<file path="src/arm_pkg.sv">
// Constants and types for the accelerometer register bank
// ---------------------------------------------------------------------
// ---------------------------------------------------------------------
package arm_pkg;

    localparam int ADDR_W = 7;
    localparam int DATA_W = 8;

    localparam logic [6:0] ADDR_ID       = 7'h0f;
    localparam logic [6:0] ADDR_CTRL1    = 7'h20;
    localparam logic [6:0] ADDR_CTRL2    = 7'h21;
    localparam logic [6:0] ADDR_CTRL3    = 7'h22;
    localparam logic [6:0] ADDR_CTRL4    = 7'h23;
    localparam logic [6:0] ADDR_CTRL5    = 7'h24;
    localparam logic [6:0] ADDR_HPCLR    = 7'h25;
    localparam logic [6:0] ADDR_REF      = 7'h26;
    localparam logic [6:0] ADDR_STATUS   = 7'h27;
    localparam logic [6:0] ADDR_XL       = 7'h28;
    localparam logic [6:0] ADDR_XH       = 7'h29;
    localparam logic [6:0] ADDR_YL       = 7'h2a;
    localparam logic [6:0] ADDR_YH       = 7'h2b;
    localparam logic [6:0] ADDR_ZL       = 7'h2c;
    localparam logic [6:0] ADDR_ZH       = 7'h2d;
    localparam logic [6:0] ADDR_EV1_CFG  = 7'h30;
    localparam logic [6:0] ADDR_EV1_SRC  = 7'h31;
    localparam logic [6:0] ADDR_EV1_THS  = 7'h32;
    localparam logic [6:0] ADDR_EV1_DUR  = 7'h33;
    localparam logic [6:0] ADDR_EV2_CFG  = 7'h34;
    localparam logic [6:0] ADDR_EV2_SRC  = 7'h35;
    localparam logic [6:0] ADDR_EV2_THS  = 7'h36;
    localparam logic [6:0] ADDR_EV2_DUR  = 7'h37;

    localparam logic [7:0] CTRL1_RESET   = 8'h07;
    localparam logic [7:0] RW_RESET      = 8'h00;
    localparam logic [7:0] STATUS_RESET  = 8'h00;
    localparam logic [7:0] UNMAPPED_READ = 8'h00;

    localparam int PM_MSB = 7;
    localparam int PM_LSB = 5;
    localparam int DR_MSB = 4;
    localparam int DR_LSB = 3;
    localparam int Z_EN_BIT = 2;
    localparam int Y_EN_BIT = 1;
    localparam int X_EN_BIT = 0;

    localparam logic [2:0] PM_POWER_OFF = 3'h0;
    localparam logic [2:0] PM_NORMAL    = 3'h1;
    localparam logic [2:0] PM_LP_0P5    = 3'h2;
    localparam logic [2:0] PM_LP_1      = 3'h3;
    localparam logic [2:0] PM_LP_2      = 3'h4;
    localparam logic [2:0] PM_LP_5      = 3'h5;
    localparam logic [2:0] PM_LP_10     = 3'h6;

    // Rates in tenths of a hertz, cutoffs in hertz
    localparam logic [13:0] RATE_50    = 14'h01f4;
    localparam logic [13:0] RATE_100   = 14'h03e8;
    localparam logic [13:0] RATE_400   = 14'h0fa0;
    localparam logic [13:0] RATE_1000  = 14'h2710;
    localparam logic [13:0] RATE_LP0P5 = 14'h0005;
    localparam logic [13:0] RATE_LP1   = 14'h000a;
    localparam logic [13:0] RATE_LP2   = 14'h0014;
    localparam logic [13:0] RATE_LP5   = 14'h0032;
    localparam logic [13:0] RATE_LP10  = 14'h0064;
    localparam logic [9:0]  CUT_37     = 10'h025;
    localparam logic [9:0]  CUT_74     = 10'h04a;
    localparam logic [9:0]  CUT_292    = 10'h124;
    localparam logic [9:0]  CUT_780    = 10'h30c;

    typedef enum logic [1:0] {
        ARM_OFF = 2'b00,
        ARM_NORMAL = 2'b01,
        ARM_LOW_POWER = 2'b10
    } arm_mode_t;

    typedef struct packed {
        logic            wr_en;
        logic            rd_en;
        logic [6:0]      addr;
        logic [7:0]      wdata;
    } arm_req_t;

    typedef struct packed {
        arm_mode_t       mode;
        logic [13:0]     sample_rate;
        logic [1:0]      resolution_sel;
        logic            resolution_valid;
        logic [9:0]      lowpass_cutoff;
        logic [2:0]      axis_enable;
    } arm_cfg_t;

    typedef struct packed {
        logic [15:0]     x;
        logic [15:0]     y;
        logic [15:0]     z;
    } arm_sample_t;

endpackage

</file>
<file path="src/arm_regbank.sv">
// Register bank with power, rate and axis control decoding
module arm_regbank #(
    parameter logic [7:0] DEVICE_ID = 8'h5a  // Arbitrary identifier value
) (
    input  wire logic                  clk,
    input  wire logic                  rst_n,
    input  wire arm_pkg::arm_req_t     req,
    output logic [7:0]                 rdata,
    output logic                       rvalid,
    input  wire logic                  calib_load,
    input  wire logic [7:0]            calib_ctrl2,
    input  wire logic [7:0]            sample_status,
    input  wire arm_pkg::arm_sample_t  sample,
    input  wire logic [7:0]            event1_source,
    input  wire logic [7:0]            event2_source,
    output arm_pkg::arm_cfg_t          cfg,
    output logic [7:0]                 filter_boot_control,
    output logic [7:0]                 interrupt_pin_control,
    output logic [7:0]                 scale_selftest_control,
    output logic [7:0]                 sleep_wake_control,
    output logic [7:0]                 filter_reference_value,
    output logic [7:0]                 event1_config,
    output logic [7:0]                 event1_threshold,
    output logic [7:0]                 event1_min_time,
    output logic [7:0]                 event2_config,
    output logic [7:0]                 event2_threshold,
    output logic [7:0]                 event2_min_time,
    output logic                       hp_clear_pulse
);

    // ---------------------------------------------------------
    // Writable register state
    // ---------------------------------------------------------
    logic [7:0] power_rate_axis_control;
    logic [7:0] next_ctrl1;
    logic [7:0] next_ctrl2;
    logic [7:0] next_ctrl3;
    logic [7:0] next_ctrl4;
    logic [7:0] next_ctrl5;
    logic [7:0] next_ref;
    logic [7:0] next_ev1_cfg;
    logic [7:0] next_ev1_ths;
    logic [7:0] next_ev1_dur;
    logic [7:0] next_ev2_cfg;
    logic [7:0] next_ev2_ths;
    logic [7:0] next_ev2_dur;

    always_comb
    begin
        next_ctrl1   = power_rate_axis_control;
        next_ctrl2   = filter_boot_control;
        next_ctrl3   = interrupt_pin_control;
        next_ctrl4   = scale_selftest_control;
        next_ctrl5   = sleep_wake_control;
        next_ref     = filter_reference_value;
        next_ev1_cfg = event1_config;
        next_ev1_ths = event1_threshold;
        next_ev1_dur = event1_min_time;
        next_ev2_cfg = event2_config;
        next_ev2_ths = event2_threshold;
        next_ev2_dur = event2_min_time;
        if (req.wr_en)
        begin
            case (req.addr)
                arm_pkg::ADDR_CTRL1:   next_ctrl1   = req.wdata;
                arm_pkg::ADDR_CTRL2:   next_ctrl2   = req.wdata;
                arm_pkg::ADDR_CTRL3:   next_ctrl3   = req.wdata;
                arm_pkg::ADDR_CTRL4:   next_ctrl4   = req.wdata;
                arm_pkg::ADDR_CTRL5:   next_ctrl5   = req.wdata;
                arm_pkg::ADDR_REF:     next_ref     = req.wdata;
                arm_pkg::ADDR_EV1_CFG: next_ev1_cfg = req.wdata;
                arm_pkg::ADDR_EV1_THS: next_ev1_ths = req.wdata;
                arm_pkg::ADDR_EV1_DUR: next_ev1_dur = req.wdata;
                arm_pkg::ADDR_EV2_CFG: next_ev2_cfg = req.wdata;
                arm_pkg::ADDR_EV2_THS: next_ev2_ths = req.wdata;
                arm_pkg::ADDR_EV2_DUR: next_ev2_dur = req.wdata;
                default:               next_ctrl1   = power_rate_axis_control;
            endcase
        end
        if (calib_load)
        begin
            next_ctrl2 = calib_ctrl2;
        end
    end

    always_ff @(posedge clk)
    begin
        if (!rst_n)
        begin
            power_rate_axis_control <= arm_pkg::CTRL1_RESET;
            filter_boot_control     <= arm_pkg::RW_RESET;
            interrupt_pin_control   <= arm_pkg::RW_RESET;
            scale_selftest_control  <= arm_pkg::RW_RESET;
            sleep_wake_control      <= arm_pkg::RW_RESET;
            filter_reference_value  <= arm_pkg::RW_RESET;
            event1_config           <= arm_pkg::RW_RESET;
            event1_threshold        <= arm_pkg::RW_RESET;
            event1_min_time         <= arm_pkg::RW_RESET;
            event2_config           <= arm_pkg::RW_RESET;
            event2_threshold        <= arm_pkg::RW_RESET;
            event2_min_time         <= arm_pkg::RW_RESET;
        end
        else
        begin
            power_rate_axis_control <= next_ctrl1;
            filter_boot_control     <= next_ctrl2;
            interrupt_pin_control   <= next_ctrl3;
            scale_selftest_control  <= next_ctrl4;
            sleep_wake_control      <= next_ctrl5;
            filter_reference_value  <= next_ref;
            event1_config           <= next_ev1_cfg;
            event1_threshold        <= next_ev1_ths;
            event1_min_time         <= next_ev1_dur;
            event2_config           <= next_ev2_cfg;
            event2_threshold        <= next_ev2_ths;
            event2_min_time         <= next_ev2_dur;
        end
    end

    // ---------------------------------------------------------
    // Read path
    // ---------------------------------------------------------
    logic [7:0] next_rdata;
    logic       next_rvalid;
    logic       next_hp_clear;

    always_comb
    begin
        next_rdata    = arm_pkg::UNMAPPED_READ;
        next_rvalid   = req.rd_en;
        next_hp_clear = 1'b0;
        if (req.rd_en)
        begin
            case (req.addr)
                arm_pkg::ADDR_ID:      next_rdata = DEVICE_ID;
                arm_pkg::ADDR_CTRL1:   next_rdata = power_rate_axis_control;
                arm_pkg::ADDR_CTRL2:   next_rdata = filter_boot_control;
                arm_pkg::ADDR_CTRL3:   next_rdata = interrupt_pin_control;
                arm_pkg::ADDR_CTRL4:   next_rdata = scale_selftest_control;
                arm_pkg::ADDR_CTRL5:   next_rdata = sleep_wake_control;
                arm_pkg::ADDR_HPCLR:
                begin
                    next_rdata    = arm_pkg::UNMAPPED_READ;
                    next_hp_clear = 1'b1;
                end
                arm_pkg::ADDR_REF:     next_rdata = filter_reference_value;
                arm_pkg::ADDR_STATUS:  next_rdata = sample_status;
                arm_pkg::ADDR_XL:      next_rdata = sample.x[7:0];
                arm_pkg::ADDR_XH:      next_rdata = sample.x[15:8];
                arm_pkg::ADDR_YL:      next_rdata = sample.y[7:0];
                arm_pkg::ADDR_YH:      next_rdata = sample.y[15:8];
                arm_pkg::ADDR_ZL:      next_rdata = sample.z[7:0];
                arm_pkg::ADDR_ZH:      next_rdata = sample.z[15:8];
                arm_pkg::ADDR_EV1_CFG: next_rdata = event1_config;
                arm_pkg::ADDR_EV1_SRC: next_rdata = event1_source;
                arm_pkg::ADDR_EV1_THS: next_rdata = event1_threshold;
                arm_pkg::ADDR_EV1_DUR: next_rdata = event1_min_time;
                arm_pkg::ADDR_EV2_CFG: next_rdata = event2_config;
                arm_pkg::ADDR_EV2_SRC: next_rdata = event2_source;
                arm_pkg::ADDR_EV2_THS: next_rdata = event2_threshold;
                arm_pkg::ADDR_EV2_DUR: next_rdata = event2_min_time;
                default:               next_rdata = arm_pkg::UNMAPPED_READ;
            endcase
        end
    end

    always_ff @(posedge clk)
    begin
        if (!rst_n)
        begin
            rdata          <= arm_pkg::UNMAPPED_READ;
            rvalid         <= 1'b0;
            hp_clear_pulse <= 1'b0;
        end
        else
        begin
            rdata          <= next_rdata;
            rvalid         <= next_rvalid;
            hp_clear_pulse <= next_hp_clear;
        end
    end

    // ---------------------------------------------------------
    // Power, rate and axis decode
    // ---------------------------------------------------------
    logic [2:0] pm;
    logic [1:0] dr;

    assign pm = power_rate_axis_control[arm_pkg::PM_MSB:arm_pkg::PM_LSB];
    assign dr = power_rate_axis_control[arm_pkg::DR_MSB:arm_pkg::DR_LSB];

    always_comb
    begin
        cfg = '0;
        cfg.axis_enable = {power_rate_axis_control[arm_pkg::Z_EN_BIT],
                           power_rate_axis_control[arm_pkg::Y_EN_BIT],
                           power_rate_axis_control[arm_pkg::X_EN_BIT]};
        case (dr)
            2'h0:    cfg.lowpass_cutoff = arm_pkg::CUT_37;
            2'h1:    cfg.lowpass_cutoff = arm_pkg::CUT_74;
            2'h2:    cfg.lowpass_cutoff = arm_pkg::CUT_292;
            default: cfg.lowpass_cutoff = arm_pkg::CUT_780;
        endcase
        case (pm)
            arm_pkg::PM_POWER_OFF:
                cfg.mode = arm_pkg::ARM_OFF;
            arm_pkg::PM_NORMAL:
            begin
                cfg.mode = arm_pkg::ARM_NORMAL;
                case (dr)
                    2'h0:    cfg.sample_rate = arm_pkg::RATE_50;
                    2'h1:    cfg.sample_rate = arm_pkg::RATE_100;
                    2'h2:    cfg.sample_rate = arm_pkg::RATE_400;
                    default: cfg.sample_rate = arm_pkg::RATE_1000;
                endcase
            end
            arm_pkg::PM_LP_0P5,
            arm_pkg::PM_LP_1,
            arm_pkg::PM_LP_2,
            arm_pkg::PM_LP_5,
            arm_pkg::PM_LP_10:
            begin
                cfg.mode = arm_pkg::ARM_LOW_POWER;
                cfg.resolution_sel   = dr;
                cfg.resolution_valid = 1'b1;
                case (pm)
                    arm_pkg::PM_LP_0P5: cfg.sample_rate = arm_pkg::RATE_LP0P5;
                    arm_pkg::PM_LP_1:   cfg.sample_rate = arm_pkg::RATE_LP1;
                    arm_pkg::PM_LP_2:   cfg.sample_rate = arm_pkg::RATE_LP2;
                    arm_pkg::PM_LP_5:   cfg.sample_rate = arm_pkg::RATE_LP5;
                    default:            cfg.sample_rate = arm_pkg::RATE_LP10;
                endcase
            end
            default:
                cfg.mode = arm_pkg::ARM_OFF;
        endcase
    end

endmodule

</file>
<file path="config.mk">
export PLATFORM = sky130hd
export DESIGN_NAME = arm_regbank
export DESIGN_NICKNAME = d
export VERILOG_FILES = /design/src/arm_pkg.sv /design/src/arm_regbank.sv
export SDC_FILE = /design/constraint.sdc
export NUM_CORES = 1
export LEC_CHECK = 0
export BUFFER_PORTS_ARGS = -buffer_cell sky130_fd_sc_hd__buf_2
export CORE_MARGIN = 2
export CORE_UTILIZATION = 25
export CTS_BUF_LIST = sky130_fd_sc_hd__clkbuf_16
export DETAILED_ROUTE_END_ITERATION = 7
export GPL_TIMING_DRIVEN = 0
export MAX_ROUTING_LAYER = met4
export PLACE_DENSITY = 0.47
export SLEW_MARGIN = 20
export SYNTH_ARGS = -nofsm -noshare
export SYNTH_HDL_FRONTEND = slang
export SYNTH_SLANG_ARGS = --single-unit
</file>
<file path="constraint.sdc">
create_clock -name clk -period 3.3 [get_ports clk]
set_clock_uncertainty 0.15 [all_clocks]
set_input_delay 0.66 -clock clk [delete_from_list [all_inputs] [get_ports clk]]
set_output_delay 0.66 -clock clk [all_outputs]
set_load 0.1 [all_outputs]
</file>
==> flow_summary.json <==
{
  "p_clk_share_pct": 38.9,
  "yosys_most_used_dff": "dfxtp_1",
  "globalRouteTotalUtil_pct": 24.6,
  "synth_mux_area_share_pct": 14.1,
  "met3_usage_pct": 4.32,
  "num_antenna_cells": 0,
  "ys_top_cells_by_area": "dfxtp_1 (33%), mux2i_1 (11%), nor2b_1 (5.4%)",
  "die_area_um2": 26700,
  "routed_via_density": 5.24,
  "crit_arrival_ps": 2300,
  "finalWirelength_um": 32600,
  "p_leak_nw": 3.64,
  "clk_pin_slew_worst_paths_ps": 80,
  "core-area_um2": 25000,
  "die_h_um": 163,
  "dr.pass1.iters": 7,
  "hold_viol": 0,
  "synth_top_area_share_pct": 33.5,
  "gr-total-overflow": 0,
  "fin_crit_sh_pct": 94.3,
  "vias": 6870,
  "min_period_ps": 3110,
  "start_kind": "register",
  "fmax_mhz": 321,
  "yosys_warnings": 0,
  "worstPathMaxFanout": 8,
  "slew-limit-headroom_pct": 33.1,
  "syn-cell-area_um2": 6340,
  "power_frac_comb_pct": 17.0,
  "io_buffers": 224,
  "synth-seq-area-share_pct": 33.5,
  "avgSynthCellArea_um2": 8.58,
  "timing.hold.worst.class": "register to register",
  "p_sw_mw": 0.910,
  "synth_top_cell_by_area": "dfxtp_1",
  "cp_slowest_stage_delay_ps": 470,
  "gr-usage-met1_pct": 31.9,
  "pre_cts_slack_ps": 142,
  "async_flop_share_pct": 0,
  "outcome": "completed",
  "wl_per_cell_um": 24.9,
  "drive_above_1_share_pct": 32.1,
  "synthSimpleGateAreaFrac_pct": 22.7,
  "dr.first_iter.drc_count": 538,
  "synth_top_family_by_area": "simple AND/OR/NAND/NOR gates",
  "num_io_pins": 230,
  "clock_path_buffers": 2,
  "fp.dieW_um": 163,
  "fin_util_pct": 32.8,
  "cp_common_cell": "inv_1",
  "pwr-share-seq_pct": 44.1,
  "globalplace.congestion": 0.988,
  "drv_slew": 0,
  "cts_sinks": 106,
  "floorplan.initialDensity_pct": 25.3,
  "crit_type": "register to output pin",
  "cts_setup_buffers": 0,
  "worstPathCellList": "inv_1 > ha_1 > clkbuf_1 > inv_1 > nand2_1 > nor2_1 > a21oi_1 > o21ai_2 > buf_4",
  "synthAdderAreaFrac_pct": 1.58,
  "cellPowerDensity_nw_per_um2": 358,
  "met2_usage_pct": 37.7,
  "drcViolationCount": 0,
  "total_power_mw": 2.95,
  "syn_inst": 739,
  "grt.busiest_layer": "met2",
  "slowest_stage": "dfxtp_2",
  "ant_nets": 0,
  "ys_types": 74,
  "rows": 58,
  "worstMarginPinSlew_ps": 1000,
  "grt_max_degree": 20,
  "clk_latency_ps": 360,
  "synth_edf_count": 0,
  "grt_pass1_wl_um": 45500,
  "final-instance-count-excl-fill": 1310,
  "dp.cells": 1295,
  "nNetsFinal": 1083,
  "n_fill_cell": 2769,
  "setup_viol": 0,
  "synth_compound_area_share_pct": 21.1,
  "setup-tns-final_ps": 0,
  "antenna_found_initial": 0,
  "p_sw_share_pct": 30.9,
  "area_growth_syn_to_layout_pct": 29.6,
  "cts_tree": "done",
  "critPathCaptureType": "output pin",
  "post-dp-hpwl_um": 25100,
  "max_cap_violations": 0,
  "grt_pass1_vias": 6564,
  "ir_drop_mv": 0.190,
  "layout_setup_ws_ps": 187,
  "cts_inserted_buffers": 9,
  "cp_data_required_time_ps": 2490,
  "rsz0062_at_grt": "no",
  "htreeDepth": 3,
  "synth-xor-area-share_pct": 0.276,
  "p_int_mw": 2.04,
  "ys_ff_latch": 106,
  "clockRootBuffer": "clkbuf_16"
}
-- kinds of logic (layout without fill, tap and decap cells) --
group	after synthesis	after routing
AND/OR/NAND/NOR	263	263
AO/OA/AOI/OAI	190	190
flip-flops	106	106
multiplexers	85	85
buffers and inverters	84	323
adder cells (fa/ha/maj)	8	8
XOR/XNOR	2	2
other	1	3
-- state kept, by name, indices dropped and copies added, names as in the netlist --
name                     flops
filter_reference_value       8
rvalid                       1
interrupt_pin_control        8
event1_config                8
sleep_wake_control           8
event1_threshold             8
power_rate_axis_control      8
hp_clear_pulse               1
filter_boot_control          8
scale_selftest_control       8
event1_min_time              8
event2_min_time              8
rdata                        8
event2_threshold             8
event2_config                8
-- layout by cell type, fill, tap and decap left out, types with 8 or more instances in the layout --
master	instances
and2_1	11
clkbuf_1	33
a21oi_1	8
mux2i_1	69
a21boi_0	26
a22oi_1	15
o21ai_0	49
o22ai_1	9
nor2_1	15
nand3_1	23
buf_4	13
buf_2	245
and3_1	15
dfxtp_1	105
a21boi_1	11
nand2b_1	11
mux2_1	8
nand2_1	85
nor2b_1	55
a31oi_1	11
o211a_1	8
clkbuf_16	9
-- power groups by stage --
stage	Clock, mW	Sequential (mW)	Combinational (mW)
6_report	1.15	1.30	0.501
5_1_grt	1.22	1.30	0.517
4_1_cts	1.16	1.30	0.491
3_5_place_dp	0	1.33	0.490
3_3_place_gp	0	1.33	0.492
2_1_floorplan	0	1.40	0.210
-- cell usage after synthesis (all sizes together) (12+ instances only) --
library cell,number
o21ai,54
buf,40
dfxtp,106
nand3,25
a21boi,37
mux2i,69
mux2,14
and2,12
nand2,86
nor2,21
nor2b,55
clkbuf,35
a22oi,15
and3,15
-- stage by stage --
step                hold WS, ps  cell area, um2
finish                      351            8220
detailed placement          335            7910
global placement            327            7910
global route                379            8220
floorplan                   314            6380
CTS                         346            8220
-- worst max-delay path, delay by kind of cell, from the launching register on --
kind	cells	cell delay (ps)
adders and majority gates	1	290
AOI/OAI and AO/OA	2	210
buffers and inverters	4	750
and+or+nand+nor	2	210
DFF	1	470
-- worst paths after layout --
kind | from | cells after the start | endpoint | slack [ps]
hold / removal | power_rate_axis_control[2]$_SDFFE_PN1P_ | 2 | power_rate_axis_control[2]$_SDFFE_PN1P_ | 350
hold reg to reg | power_rate_axis_control[2]$_SDFFE_PN1P_ | 2 | power_rate_axis_control[2]$_SDFFE_PN1P_ | 350
setup / recovery | power_rate_axis_control[6]$_SDFFE_PN0P_ | 9 | cfg[18] | 190
setup reg to reg | event1_min_time[7]$_SDFFE_PN0P_ | 5 | rdata[7]$_SDFF_PN0_ | 1660
-- area by class of cell --
cell class	instances	area, um2	share of cell area [%]
multi-input cells	551	3830	46.6
flip-flops and latches	106	2120	25.8
repair buffers	224	1120	13.7
well taps	330	413	5.02
plain buffers	74	389	4.73
clock buffers	9	225	2.74
clock inverters	7	82.6	1.00
inverters	9	33.8	0.411
-- metal layers --
metal  wire (um)  part of all wire, %  vias to the layer above
met3        2780                  8.5                       64
met5           0                    0                        -
li1            -                    -                     3121
met4        1370                  4.2                        0
met2       14600                   45                      366
met1       13800                   42                     3319
-- timing repair --
item,CTS,global route
hold buffers,0,0
endpoints found under the setup margin,6,6
resized for setup,1,1
No activity file was read; power rests on OpenSTA's default activity.
